### src/hw/spi_cfg_map.vh
// Register map and field positions for the SPI option and bit-rate block.
// Included by the design file; definitions only.
`ifndef SPI_CFG_MAP_VH
`define SPI_CFG_MAP_VH

// Byte offsets on the Avalon-MM slave
`define OFS_OPTION   6'h00
`define OFS_BITRATE  6'h04
`define OFS_MODE     6'h08
`define OFS_STATUS   6'h0c
`define OFS_MATCH    6'h10
`define OFS_RXDATA   6'h14

// Option control fields
`define OPT_MIE      7
`define OPT_WIDE     6
`define OPT_FDE      4
`define OPT_SWDE     3
`define OPT_HALT     1
`define OPT_SWS      0
`define OPT_MASK     8'hdb

// Bit-rate fields
`define BR_PRE_HI    6
`define BR_PRE_LO    4
`define BR_RATE_HI   2
`define BR_RATE_LO   0
`define BR_MASK      8'h77

// Mode register fields
`define MODE_EN      0
`define MODE_MSTR    1
`define MODE_SELECT_OUTPUT_ENABLE    2

// Status fields
`define ST_FULL      7
`define ST_MATCH     6
`define ST_FAULT     4

// Reset values
`define OPT_RST      8'h00
`define BR_RST       8'h00
`define MODE_RST     8'h00
`define MATCH_RST    16'h0000

`endif

### src/hw/spi_ctrl2_and_baud_gen.v
// Option control, bit-rate generator, pin steering and receive FIFO of an SPI unit.
// Assumes a shifter outside that uses the pin steering, baud strobes and rx stream.
`timescale 1ns/1ns
`include "spi_cfg_map.vh"

// ----------------------------------------
// Receive FIFO
// ----------------------------------------
module spi_rx_fifo #(
  parameter WIDTH = 16,
  parameter DEPTH = 32,
  parameter AW = 5
) (
  // Clock and reset
  input wire clk,
  input wire rst,
  input wire flush,
  // Fill side
  input wire [WIDTH-1:0] in_data,
  input wire in_valid,
  output wire in_ready,
  // Drain side
  output wire [WIDTH-1:0] out_data,
  output wire out_valid,
  input wire out_ready
);
  reg [WIDTH-1:0] mem [0:DEPTH-1];
  reg [AW-1:0] wr_ptr_reg;
  reg [AW-1:0] rd_ptr_reg;
  reg [AW:0] count_reg;
  wire push;
  wire pop;

  // Full and empty come straight from the count
  assign in_ready = (count_reg != DEPTH[AW:0]);
  assign out_valid = (count_reg != {(AW+1){1'b0}});
  assign push = in_valid & in_ready;
  assign pop = out_valid & out_ready;
  assign out_data = mem[rd_ptr_reg];

  // Storage has no reset; only pointers and count need a defined state
  always @(posedge clk) begin
    if (push) begin
      mem[wr_ptr_reg] <= in_data;
    end
  end

  // Pointers wrap by power-of-two depth
  always @(posedge clk or posedge rst) begin
    if (rst) begin
      wr_ptr_reg <= {AW{1'b0}};
      rd_ptr_reg <= {AW{1'b0}};
      count_reg <= {(AW+1){1'b0}};
    end else if (flush) begin
      wr_ptr_reg <= {AW{1'b0}};
      rd_ptr_reg <= {AW{1'b0}};
      count_reg <= {(AW+1){1'b0}};
    end else begin
      if (push) begin
        wr_ptr_reg <= wr_ptr_reg + {{(AW-1){1'b0}}, 1'b1};
      end
      if (pop) begin
        rd_ptr_reg <= rd_ptr_reg + {{(AW-1){1'b0}}, 1'b1};
      end
      count_reg <= count_reg + {{AW{1'b0}}, push} - {{AW{1'b0}}, pop};
    end
  end
endmodule

// ----------------------------------------
// Top: option control and bit-rate generator
// ----------------------------------------
module spi_ctrl2_and_baud_gen #(
  parameter FIFO_DEPTH = 32,
  parameter FIFO_AW = 5
) (
  // Clock and reset
  input wire clk,
  input wire rst,
  // Avalon-MM slave
  input wire [5:0] address,
  input wire read,
  input wire write,
  input wire [31:0] writedata,
  output reg [31:0] readdata,
  output wire waitrequest,
  // System state
  input wire wait_state,
  // Receive stream from the shifter
  input wire [15:0] rx_word,
  input wire rx_valid,
  output wire rx_ready,
  // Shifter control
  output wire word_16,
  output reg abort_pulse,
  output reg baud_edge,
  output wire shared_mode,
  output wire data_in_bit,
  input wire tx_bit,
  input wire ss_assert,
  // Interrupt request
  output wire match_irq,
  // Pins
  output reg sck_o,
  output wire sck_oe,
  input wire mosi_i,
  output wire mosi_o,
  output wire mosi_oe,
  input wire miso_i,
  output wire miso_o,
  output wire miso_oe,
  input wire ss_n_i,
  output wire ss_n_o,
  output wire ss_n_oe,
  output wire ss_n_to_slave,
  output wire ss_gpio_release,
  output wire mosi_gpio_release,
  output wire miso_gpio_release
);
  reg [7:0] option_reg;
  reg [7:0] bitrate_reg;
  reg [7:0] mode_reg;
  reg [15:0] match_reg;
  reg ack_reg;
  reg rx_match_flag_reg;
  reg mode_fault_flag_reg;
  reg [2:0] pre_cnt_reg;
  reg [7:0] rate_cnt_reg;
  reg [31:0] read_next;
  wire wr_go, rd_go, spi_en, master, sel_out_en, fault_en, single_wire, drive_en;
  wire pre_tick, clocks_run, width_change, rx_full_flag, fifo_pop, push_now, fault_input;
  wire [2:0] pre_sel, rate_sel;
  wire [7:0] half_count;
  wire [15:0] word_mask, head_word;

  // ----------------------------------------
  // Bus handshake
  // ----------------------------------------
  // One wait state per access so read data can come from a flop
  assign waitrequest = (read | write) & ~ack_reg;
  assign wr_go = write & ack_reg;
  assign rd_go = read & ack_reg;

  always @(posedge clk or posedge rst) begin
    if (rst) begin
      ack_reg <= 1'b0;
    end else begin
      ack_reg <= (read | write) & ~ack_reg;
    end
  end

  // ----------------------------------------
  // Field decode
  // ----------------------------------------
  assign spi_en = mode_reg[`MODE_EN];
  assign master = mode_reg[`MODE_MSTR];
  assign sel_out_en = mode_reg[`MODE_SELECT_OUTPUT_ENABLE];
  assign fault_en = option_reg[`OPT_FDE];
  assign single_wire = option_reg[`OPT_SWS];
  assign drive_en = option_reg[`OPT_SWDE];
  assign pre_sel = bitrate_reg[`BR_PRE_HI:`BR_PRE_LO];
  assign rate_sel = bitrate_reg[`BR_RATE_HI:`BR_RATE_LO];
  assign word_16 = option_reg[`OPT_WIDE];
  assign word_mask = word_16 ? 16'hffff : 16'h00ff;
  assign width_change = wr_go & (address == `OFS_OPTION) &
    (writedata[`OPT_WIDE] != option_reg[`OPT_WIDE]) & master;

  // ----------------------------------------
  // Register writes
  // ----------------------------------------
  // Bit-rate writes only store; counters are not disturbed
  always @(posedge clk or posedge rst) begin
    if (rst) begin
      option_reg <= `OPT_RST;
      bitrate_reg <= `BR_RST;
      mode_reg <= `MODE_RST;
      match_reg <= `MATCH_RST;
    end else if (wr_go) begin
      if (address == `OFS_OPTION) begin
        option_reg <= writedata[7:0] & `OPT_MASK;
      end else if (address == `OFS_BITRATE) begin
        bitrate_reg <= writedata[7:0] & `BR_MASK;
      end else if (address == `OFS_MODE) begin
        mode_reg <= writedata[7:0] & 8'h07;
      end else if (address == `OFS_MATCH) begin
        match_reg <= writedata[15:0];
      end
    end
  end

  // ----------------------------------------
  // Status flags
  // ----------------------------------------
  // Fault input only when master, fault enabled and select output off
  assign fault_input = spi_en & master & fault_en & ~sel_out_en;
  assign push_now = rx_valid & rx_ready;

  // Set wins over a write-one clear in the same cycle
  always @(posedge clk or posedge rst) begin
    if (rst) begin
      rx_match_flag_reg <= 1'b0;
      mode_fault_flag_reg <= 1'b0;
    end else if (width_change | ~spi_en) begin
      rx_match_flag_reg <= 1'b0;
      mode_fault_flag_reg <= 1'b0;
    end else begin
      if (push_now & ((rx_word & word_mask) == (match_reg & word_mask))) begin
        rx_match_flag_reg <= 1'b1;
      end else if (wr_go & (address == `OFS_STATUS) & writedata[`ST_MATCH]) begin
        rx_match_flag_reg <= 1'b0;
      end
      if (fault_input & ~ss_n_i) begin
        mode_fault_flag_reg <= 1'b1;
      end else if (wr_go & (address == `OFS_STATUS) & writedata[`ST_FAULT]) begin
        mode_fault_flag_reg <= 1'b0;
      end
    end
  end

  assign match_irq = rx_match_flag_reg & option_reg[`OPT_MIE];

  // Abort strobe tells the shifter to drop its transfer
  always @(posedge clk or posedge rst) begin
    if (rst) begin
      abort_pulse <= 1'b0;
    end else begin
      abort_pulse <= width_change;
    end
  end

  // ----------------------------------------
  // Receive FIFO
  // ----------------------------------------
  assign fifo_pop = rd_go & (address == `OFS_RXDATA);

  spi_rx_fifo #(
    .WIDTH(16),
    .DEPTH(FIFO_DEPTH),
    .AW(FIFO_AW)
  ) u_rx_fifo (
    .clk(clk),
    .rst(rst),
    .flush(width_change | ~spi_en),
    .in_data(rx_word & word_mask),
    .in_valid(rx_valid),
    .in_ready(rx_ready),
    .out_data(head_word),
    .out_valid(rx_full_flag),
    .out_ready(fifo_pop)
  );

  // ----------------------------------------
  // Register reads
  // ----------------------------------------
  always @* begin
    read_next = 32'h0000_0000;
    if (address == `OFS_OPTION) begin
      read_next[7:0] = option_reg;
    end else if (address == `OFS_BITRATE) begin
      read_next[7:0] = bitrate_reg;
    end else if (address == `OFS_MODE) begin
      read_next[7:0] = mode_reg;
    end else if (address == `OFS_STATUS) begin
      read_next[`ST_FULL] = rx_full_flag;
      read_next[`ST_MATCH] = rx_match_flag_reg;
      read_next[`ST_FAULT] = mode_fault_flag_reg;
    end else if (address == `OFS_MATCH) begin
      read_next[15:0] = match_reg & word_mask;
    end else if (address == `OFS_RXDATA) begin
      read_next[15:0] = rx_full_flag ? head_word : 16'h0000;
    end
  end

  // Data is captured in the wait cycle and stands at the accept edge
  always @(posedge clk or posedge rst) begin
    if (rst) begin
      readdata <= 32'h0000_0000;
    end else if (read & ~ack_reg) begin
      readdata <= read_next;
    end
  end

  // ----------------------------------------
  // Bit-rate generator
  // ----------------------------------------
  // Clocks freeze in wait only when asked to, saving power
  assign clocks_run = spi_en & master & ~(wait_state & option_reg[`OPT_HALT]);
  assign pre_tick = (pre_cnt_reg == pre_sel);
  assign half_count = 8'h01 << rate_sel;

  // Prescaler counts value plus one bus cycles per tick
  always @(posedge clk or posedge rst) begin
    if (rst) begin
      pre_cnt_reg <= 3'h0;
    end else if (~clocks_run | pre_tick) begin
      pre_cnt_reg <= 3'h0;
    end else begin
      pre_cnt_reg <= pre_cnt_reg + 3'h1;
    end
  end

  // Rate divider toggles the clock every 2^sel ticks: period 2^(sel+1) ticks
  always @(posedge clk or posedge rst) begin
    if (rst) begin
      rate_cnt_reg <= 8'h00;
      sck_o <= 1'b0;
      baud_edge <= 1'b0;
    end else if (~clocks_run) begin
      rate_cnt_reg <= 8'h00;
      sck_o <= 1'b0;
      baud_edge <= 1'b0;
    end else if (pre_tick) begin
      if (rate_cnt_reg == half_count - 8'h01) begin
        rate_cnt_reg <= 8'h00;
        sck_o <= ~sck_o;
        baud_edge <= 1'b1;
      end else begin
        rate_cnt_reg <= rate_cnt_reg + 8'h01;
        baud_edge <= 1'b0;
      end
    end else begin
      baud_edge <= 1'b0;
    end
  end

  // ----------------------------------------
  // Pin steering
  // ----------------------------------------
  assign shared_mode = single_wire;
  assign sck_oe = spi_en & master;

  // Master drives MOSI, listens on MISO; single-wire master shares MOSI
  assign mosi_o = tx_bit;
  assign mosi_oe = spi_en & master & (~single_wire | drive_en);
  assign miso_o = tx_bit;
  assign miso_oe = spi_en & ~master & (~single_wire | drive_en);
  assign data_in_bit = (master ^ single_wire) ? miso_i : mosi_i;
  assign mosi_gpio_release = ~spi_en | (~master & single_wire);
  assign miso_gpio_release = ~spi_en | (master & single_wire);

  // Select pin: slave input always, master per fault enable and output enable
  assign ss_n_to_slave = (spi_en & ~master) ? ss_n_i : 1'b1;
  assign ss_gpio_release = ~spi_en | (master & ~fault_en);
  assign ss_n_o = ~ss_assert;
  assign ss_n_oe = spi_en & master & fault_en & sel_out_en;

endmodule

### config.mk
export PLATFORM = sky130hd
export DESIGN_NAME = spi_ctrl2_and_baud_gen
export DESIGN_NICKNAME = d
export VERILOG_FILES = /design/src/hw/spi_ctrl2_and_baud_gen.v
export VERILOG_INCLUDE_DIRS = /design/src /design/src/hw
export SDC_FILE = /design/constraint.sdc
export NUM_CORES = 1
export LEC_CHECK = 0
export ABC_AREA = 1
export ABC_CLOCK_PERIOD_IN_PS = 7200
export BUFFER_PORTS_ARGS = -buffer_cell sky130_fd_sc_hd__buf_4
export CAP_MARGIN = 10
export CELL_PAD_IN_SITES_DETAIL_PLACEMENT = 0
export CELL_PAD_IN_SITES_GLOBAL_PLACEMENT = 2
export CORE_MARGIN = 5
export CORE_UTILIZATION = 45
export CTS_BUF_LIST = sky130_fd_sc_hd__clkbuf_16
export CTS_CLUSTER_DIAMETER = 150
export CTS_CLUSTER_SIZE = 16
export DETAILED_ROUTE_END_ITERATION = 6
export GPL_ROUTABILITY_DRIVEN = 0
export PLACE_DENSITY = 0.83
export RECOVER_POWER = 50
export SETUP_SLACK_MARGIN = 0.2
export SLEW_MARGIN = 10
export SYNTH_ARGS = -nofsm -noshare
export SYNTH_HDL_FRONTEND = slang
export SYNTH_SLANG_ARGS = --single-unit
### constraint.sdc
create_clock -name clk -period 7.2 [get_ports clk]
set_input_delay 0.72 -clock clk [delete_from_list [all_inputs] [get_ports clk]]
set_output_delay 0.72 -clock clk [all_outputs]
set_load 0.01 [all_outputs]
# After elaboration in Yosys (flattened, before gate mapping)
# Memory sizes are Yosys's and may differ from the RTL's.
# Cells that the tools add are included.
[word_totals]
regBits = 80
ramBits = 512
in_bits = 65
n_memories = 1
[memory_table]
columns = ["memory", "words", "word_bits", "read_ports", "rd_clocked_by_memory_dff", "wr", "line_no", "source"]
rows = [
  ["u_rx_fifo.mem", 32, 16, 1, 0, 1, "spi_ctrl2_and_baud_gen.v:27", "reg [WIDTH-1:0] mem [0:DEPTH-1];"],
]
[classes]
addsub = 7
n_eq_ne = 12
shift = 1
n_mux = 40
n_bitwise = 52
n_reduce_logical = 11
[ops]
columns = ["op", "n"]
rows = [
  ["two-way mux 8 bit", 10],
  ["two-way mux 16 bit", 4],
  ["AND 16 bit", 2],
  ["AND 1 bit", 28],
  ["two-way mux 5 bit", 4],
  ["two-way mux 1 bit", 18],
  ["equality test 16 bit", 1],
  ["inverter 1 bit", 14],
  ["equality test 6 x 4 -> 1 bit (second input constant)", 2],
  ["equality test 6 x 5 -> 1 bit (second input constant)", 2],
  ["adder 5 x 1 -> 5 bit (second input constant)", 2],
  ["adder 8 x 1 -> 8 bit (second input constant)", 1],
  ["equality test 8 bit", 1],
  ["left shift 1 x 3 -> 8 bit (first input constant)", 1],
  ["subtractor 8 x 1 -> 8 bit (second input constant)", 1],
  ["bitwise OR 1 bit", 7],
  ["adder 6 x 1 -> 6 bit", 1],
  ["equality test 6 x 3 -> 1 bit (second input constant)", 1],
  ["logical NOT 6 bit", 1],
  ["two-way mux 6 bit", 1],
  ["inequality test 6 bit (second input constant)", 1],
  ["nonzero test 3 bit", 2],
  ["nonzero test 6 bit", 1],
  ["subtractor 6 x 1 -> 6 bit", 1],
  ["14 further kinds", 16],
]

# Longest topological paths before layout
[logic_depth]
word_depth = 8
ltp_mapped = 17
depth_no_buf = 17

# Hierarchy
# From an unflattened synthesis, not the netlist that was laid out.
[hier_totals]
hier_cells = 2651
area_unflattened_um2 = 26564.2
[modules_own_cells]
columns = ["mod", "n_inst", "cells_per_inst", "area_per_inst_um2", "seq_area_each_um2"]
rows = [
  ["spi_rx_fifo", 1, 2133, 22708.0, 15775.1],
  ["spi_ctrl2_and_baud_gen", 1, 518, 3856.2, 1601.5],
]

# Worst setup path before layout
# OpenSTA, ideal clock, no wires.
[synth_timing]
kind = "input port to flip-flop"
startpoint = "input port address[1]"
endpoint = "register u_rx_fifo.count_reg[4]"
arrival_time_ps = 2600
path_slack_ps = 4479
stages = 14
path_cell_list = "nor2_4 -> nand2_1 -> nor2_2 -> nand3_1 -> inv_2 -> ha_1 -> inv_1 -> ha_1 -> fa_1 -> nand2_1 -> inv_1 -> o21ai_0 -> a21o_1 -> a21oi_1"
[synth_between]
elab_chain_cells = 6
word_cells_on_any_way = 10
classes_between = "1 x add/sub; 1 x eq/ne; 1 x mux; 6 x bitwise; 1 x reduce/logical"
[synth_lines]
columns = ["element", "line_no", "source"]
rows = [
  ["from (decl)", "spi_ctrl2_and_baud_gen.v:81", "input wire [5:0] address,"],
  ["branches (longest 5 deep; another with subtractor 6 x 1 -> 6 bit)", "-", ""],
  ["two-way mux 6 bit *", "spi_ctrl2_and_baud_gen.v:54", "end else if (flush) begin"],
  ["to (signal assigned)", "spi_ctrl2_and_baud_gen.v:53", "count_reg <= {(AW+1){1'b0}};"],
  ["to (signal assigned)", "spi_ctrl2_and_baud_gen.v:57", "count_reg <= {(AW+1){1'b0}};"],
  ["to (signal assigned)", "spi_ctrl2_and_baud_gen.v:65", "count_reg <= count_reg + {{AW{1'b0}}, push} - {{AW{1'b0}}, pop};"],
  ["to (decl)", "spi_ctrl2_and_baud_gen.v:30", "reg [AW:0] count_reg;"],
]
# Every way passes the cells marked *.
# A chain may end at the register's enable or synchronous reset.

# Worst setup path in the final report
[layout_timing]
startpoint = "register u_rx_fifo.rd_ptr_reg[0]"
endpoint = "register readdata[0]"
[layout_between]
elab_chain_cells = 8
[layout_lines]
columns = ["element", "line_no", "source"]
rows = [
  ["from (decl)", "spi_ctrl2_and_baud_gen.v:29", "reg [AW-1:0] rd_ptr_reg;"],
  ["from (signal assigned)", "spi_ctrl2_and_baud_gen.v:52", "rd_ptr_reg <= {AW{1'b0}};"],
  ["from (signal assigned)", "spi_ctrl2_and_baud_gen.v:56", "rd_ptr_reg <= {AW{1'b0}};"],
  ["from (signal assigned)", "spi_ctrl2_and_baud_gen.v:63", "rd_ptr_reg <= rd_ptr_reg + {{(AW-1){1'b0}}, 1'b1};"],
  ["memory read (32 x 16 bit)", "-", ""],
  ["two-way mux 16 bit", "spi_ctrl2_and_baud_gen.v:270", "read_next[15:0] = rx_full_flag ? head_word : 16'h0000;"],
  ["two-way mux 16 bit", "spi_ctrl2_and_baud_gen.v:269", "end else if (address == `OFS_RXDATA) begin"],
  ["two-way mux 16 bit", "spi_ctrl2_and_baud_gen.v:267", "end else if (address == `OFS_MATCH) begin"],
  ["two-way mux 4 bit", "spi_ctrl2_and_baud_gen.v:263", "end else if (address == `OFS_STATUS) begin"],
  ["two-way mux 8 bit", "spi_ctrl2_and_baud_gen.v:261", "end else if (address == `OFS_MODE) begin"],
  ["two-way mux 8 bit", "spi_ctrl2_and_baud_gen.v:259", "end else if (address == `OFS_BITRATE) begin"],
  ["two-way mux 8 bit", "spi_ctrl2_and_baud_gen.v:257", "if (address == `OFS_OPTION) begin"],
  ["to (signal assigned)", "spi_ctrl2_and_baud_gen.v:279", "readdata <= read_next;"],
  ["to (decl)", "spi_ctrl2_and_baud_gen.v:85", "output reg [31:0] readdata,"],
]
# No other way between the ends.

==> impl_metrics.csv <==
group,metric,value,unit
floorplanning,start_util,45.1,%
hold_path,holdCritStartpoint,"writedata[10]",
place,dp_cells,3023,
global_route,grt_max_degree,152,
clock_tree,clkSinkCount,592,
floorplanning,core_area,56100,sq um
worst_setup_path,crit_required,7730,ps
status,failed_checks,"max-capacitance violations, max-slew violations",
final_layout,multi_input_area,6670,sq um
routing,drc,0,
routing,num_vias,16600,
logic_synthesis,yosys.area.top_type,"edfxtp_1",
logic_synthesis,synth_cells,2253,
logic_synthesis,syn-mean-instance-area,11.2,sq um
routing,first_pass_iters,5,
worst_setup_path,cp.arrival,4160,ps
logic_synthesis,synth.top_cell.area_share,60.7,%
logic_synthesis,ys_seq_area_share,68.7,%
logic_synthesis,synth_cell_types,51,
clock_tree,hold_buffers,0,
final_layout,n_antenna_cell,0,
worst_setup_path,start_kind,"flip-flop",
global_route,antenna_found_initial,0,
global_route,grt_util_all_layers,21.9,%
clock_tree,insertion_delay,590,ps
sta,skew,30.3,ps
sta,worst_slew_pin_slew,1990,ps
place,hpwl,39100,microns
clock_tree,postCtsSetupBuffers,0,
run,cap_violations,14,
sta,slew_viol_final,474,
logic_synthesis,ys_top_cells_by_area,"edfxtp_1 61%, nand2_1 9.2%, dfrtp_1 7.9%",
routing,drt_iter0_markers,1708,
final_layout,seq_area,17400,sq um
floorplanning,dieArea,61100,sq um
sta,fmax,275,MHz
final_layout,nNetsFinal,2395,
global_route,grt_pass1_vias,16100,
worst_setup_path,critical_path_class,"flip-flop to flip-flop",
sta,final-setup-viol-count,0,
sta,slew_headroom,-32.5,%
pwr,power_leakage,10.3,nW
global_route,grt_overflow,0,
clock_tree,clk_path_buf_depth,3,
sta,hold_slack,340,ps
final_layout,drive_gt1_share,7.09,%
pwr,ir_worst_vdd,0.151,mV
sta,finalHoldViolations,0,
clock_tree,post_cts_resized,0,
place,io_buffers,81,
logic_synthesis,synth_warnings,0,
sta,period_minus_slack,3630,ps
sta,finalCritPeriodShare,50.5,%
routing,wl_per_cell,21.8,microns
final_layout,syn_to_final_growth,8.42,%
logic_synthesis,synth-seq-cells,592,
floorplanning,rows,87,
worst_setup_path,worstSetupStartpoint,"u_rx_fifo.rd_ptr_reg[0]",
routing,drt_wl_total,67100,microns
hold_path,hp-class,"primary input to flip-flop",
worst_setup_path,r2r-start,"u_rx_fifo.rd_ptr_reg[0]",
logic_synthesis,syn_area,25300,sq um
clock_tree,numCtsBuffers,42,
final_layout,largest_register_ffs,512,
final_layout,layout_commonest_cell,"nand2_1",
floorplanning,die_y,247,microns
sta,rsz0062_at_grt,"no",
clock_tree,cts_tree,"yes",
floorplanning,die_w,247,microns
worst_setup_path,critPathMaxFanout,83,
sta,fin_tns_setup,0,ps
final_layout,nFillCells,5059,
clock_tree,clk_pin_slew,80,ps
final_layout,final_cell_mix,"618 x nand2_1, 512 x edfxtp_1, 323 x nand3_1",
clock_tree,cts_root_buffer,"clkbuf_16",
global_route,grt_pass1_wl,101000,microns
final_layout,fin_cells,3083,
status,status,"finished with violations",
routing,viasPerCell,5.39,
routing,postRouteAntennaNets,0,
clock_tree,cts.htree.levels,2,
floorplanning,pin_count,117,
worst_setup_path,end_kind,"flip-flop",
pwr,powerDensity,230,nW/um^2
==> synthesized netlist by cell type (all sizes together) <==
cell type	instances
fa	1
and3	2
mux2	10
ha	18
a31oi	2
nand4	14
xor2	9
o21ai	119
nand2	619
edfxtp	512
a21boi	1
nor4	2
nor2	178
a221oi	2
buf	113
o2111ai	1
clkinv	3
o31ai	1
o211ai	42
o22ai	5
nor3	10
o32ai	1
inv	102
nor3b	1
conb	1
or2	5
nand3	323
dfrtp	80
a32oi	1
a21oi	38
a21o	1
xnor2	11
a211oi	2
a22oi	1
clkbuf	22
==> critical path, stage by stage (launching register included) <==
cell and delay (ps):
dfrtp_4 760, buf_4 630, buf_4 820, nand2_1 120, nand3_1 130, nand3_1 70
nand3_1 180, nand3_1 210, nand2_1 160, nand2_1 70, nand3_1 150, nand2_1 120
nand2_1 80
==> metrics by stage <==
step                      worst slack [ps]  instance area, sq um  utilization, %  power [mW]
final                                 3570                 27400            48.9        6.32
after floorplan                       4430                 25400               -        4.01
after detailed placement              3510                 26400            47.2        4.16
after global routing                  3310                 27400            48.9        6.52
after CTS                             3560                 27600            49.3        6.37
after global placement                3590                 26400            47.2        4.16
==> metal layers <==
metal	vias to the layer above	global-route usage, %	share of wire, %
met1	8264	31.8	45
met4	0	4.30	1.8
met3	61	3.43	6.0
met2	432	35.5	47
met5	-	0	0
li1	7859	-	-
==> cells by family (layout without fill, tap and decap cells) <==
logic type                 Yosys count  after routing  share of synthesized area [%]
DFF                                592            592                           68.7
adders and majority gates           19             19                          0.969
muxes                               10             10                          0.445
AOI/OAI and AO/OA                  217            217                           4.91
xor gates and xnor gates            20             20                          0.692
and+or+nand+nor                   1154           1154                           19.1
other                                1             16                         0.0148
buffers and inverters              240            299                           5.18
==> power breakdown <==
part           internal [mW]  switching (mW)
Combinational         0.0630           0.202
Sequential              3.79          0.0284
Clock                   1.11            1.12
Total                   4.96            1.35
==> worst paths after layout <==
kind                                           end  slack, ps  depth (start not counted)
max in group asynchronous  u_rx_fifo.rd_ptr_reg[0]       5930                          3
max reg2reg                            readdata[0]       3570                         12
max                                    readdata[0]       3570                         12
min                                  match_reg[10]        340                          2
min in group asynchronous                  ack_reg        480                          3
min reg2reg                           readdata[12]        490                          2
==> cell type report <==
| class | count | share of cell area, % |
|---|---|---|
| inverter | 105 | 1.48 |
| multi-input combinational | 1436 | 24.3 |
| tap | 756 | 3.45 |
| timing repair buffer | 134 | 3.12 |
| clock buffer | 45 | 4.10 |
| clock inverter | 15 | 0.205 |
| sequential | 592 | 63.4 |
No activity file was read; power rests on OpenSTA's default activity.
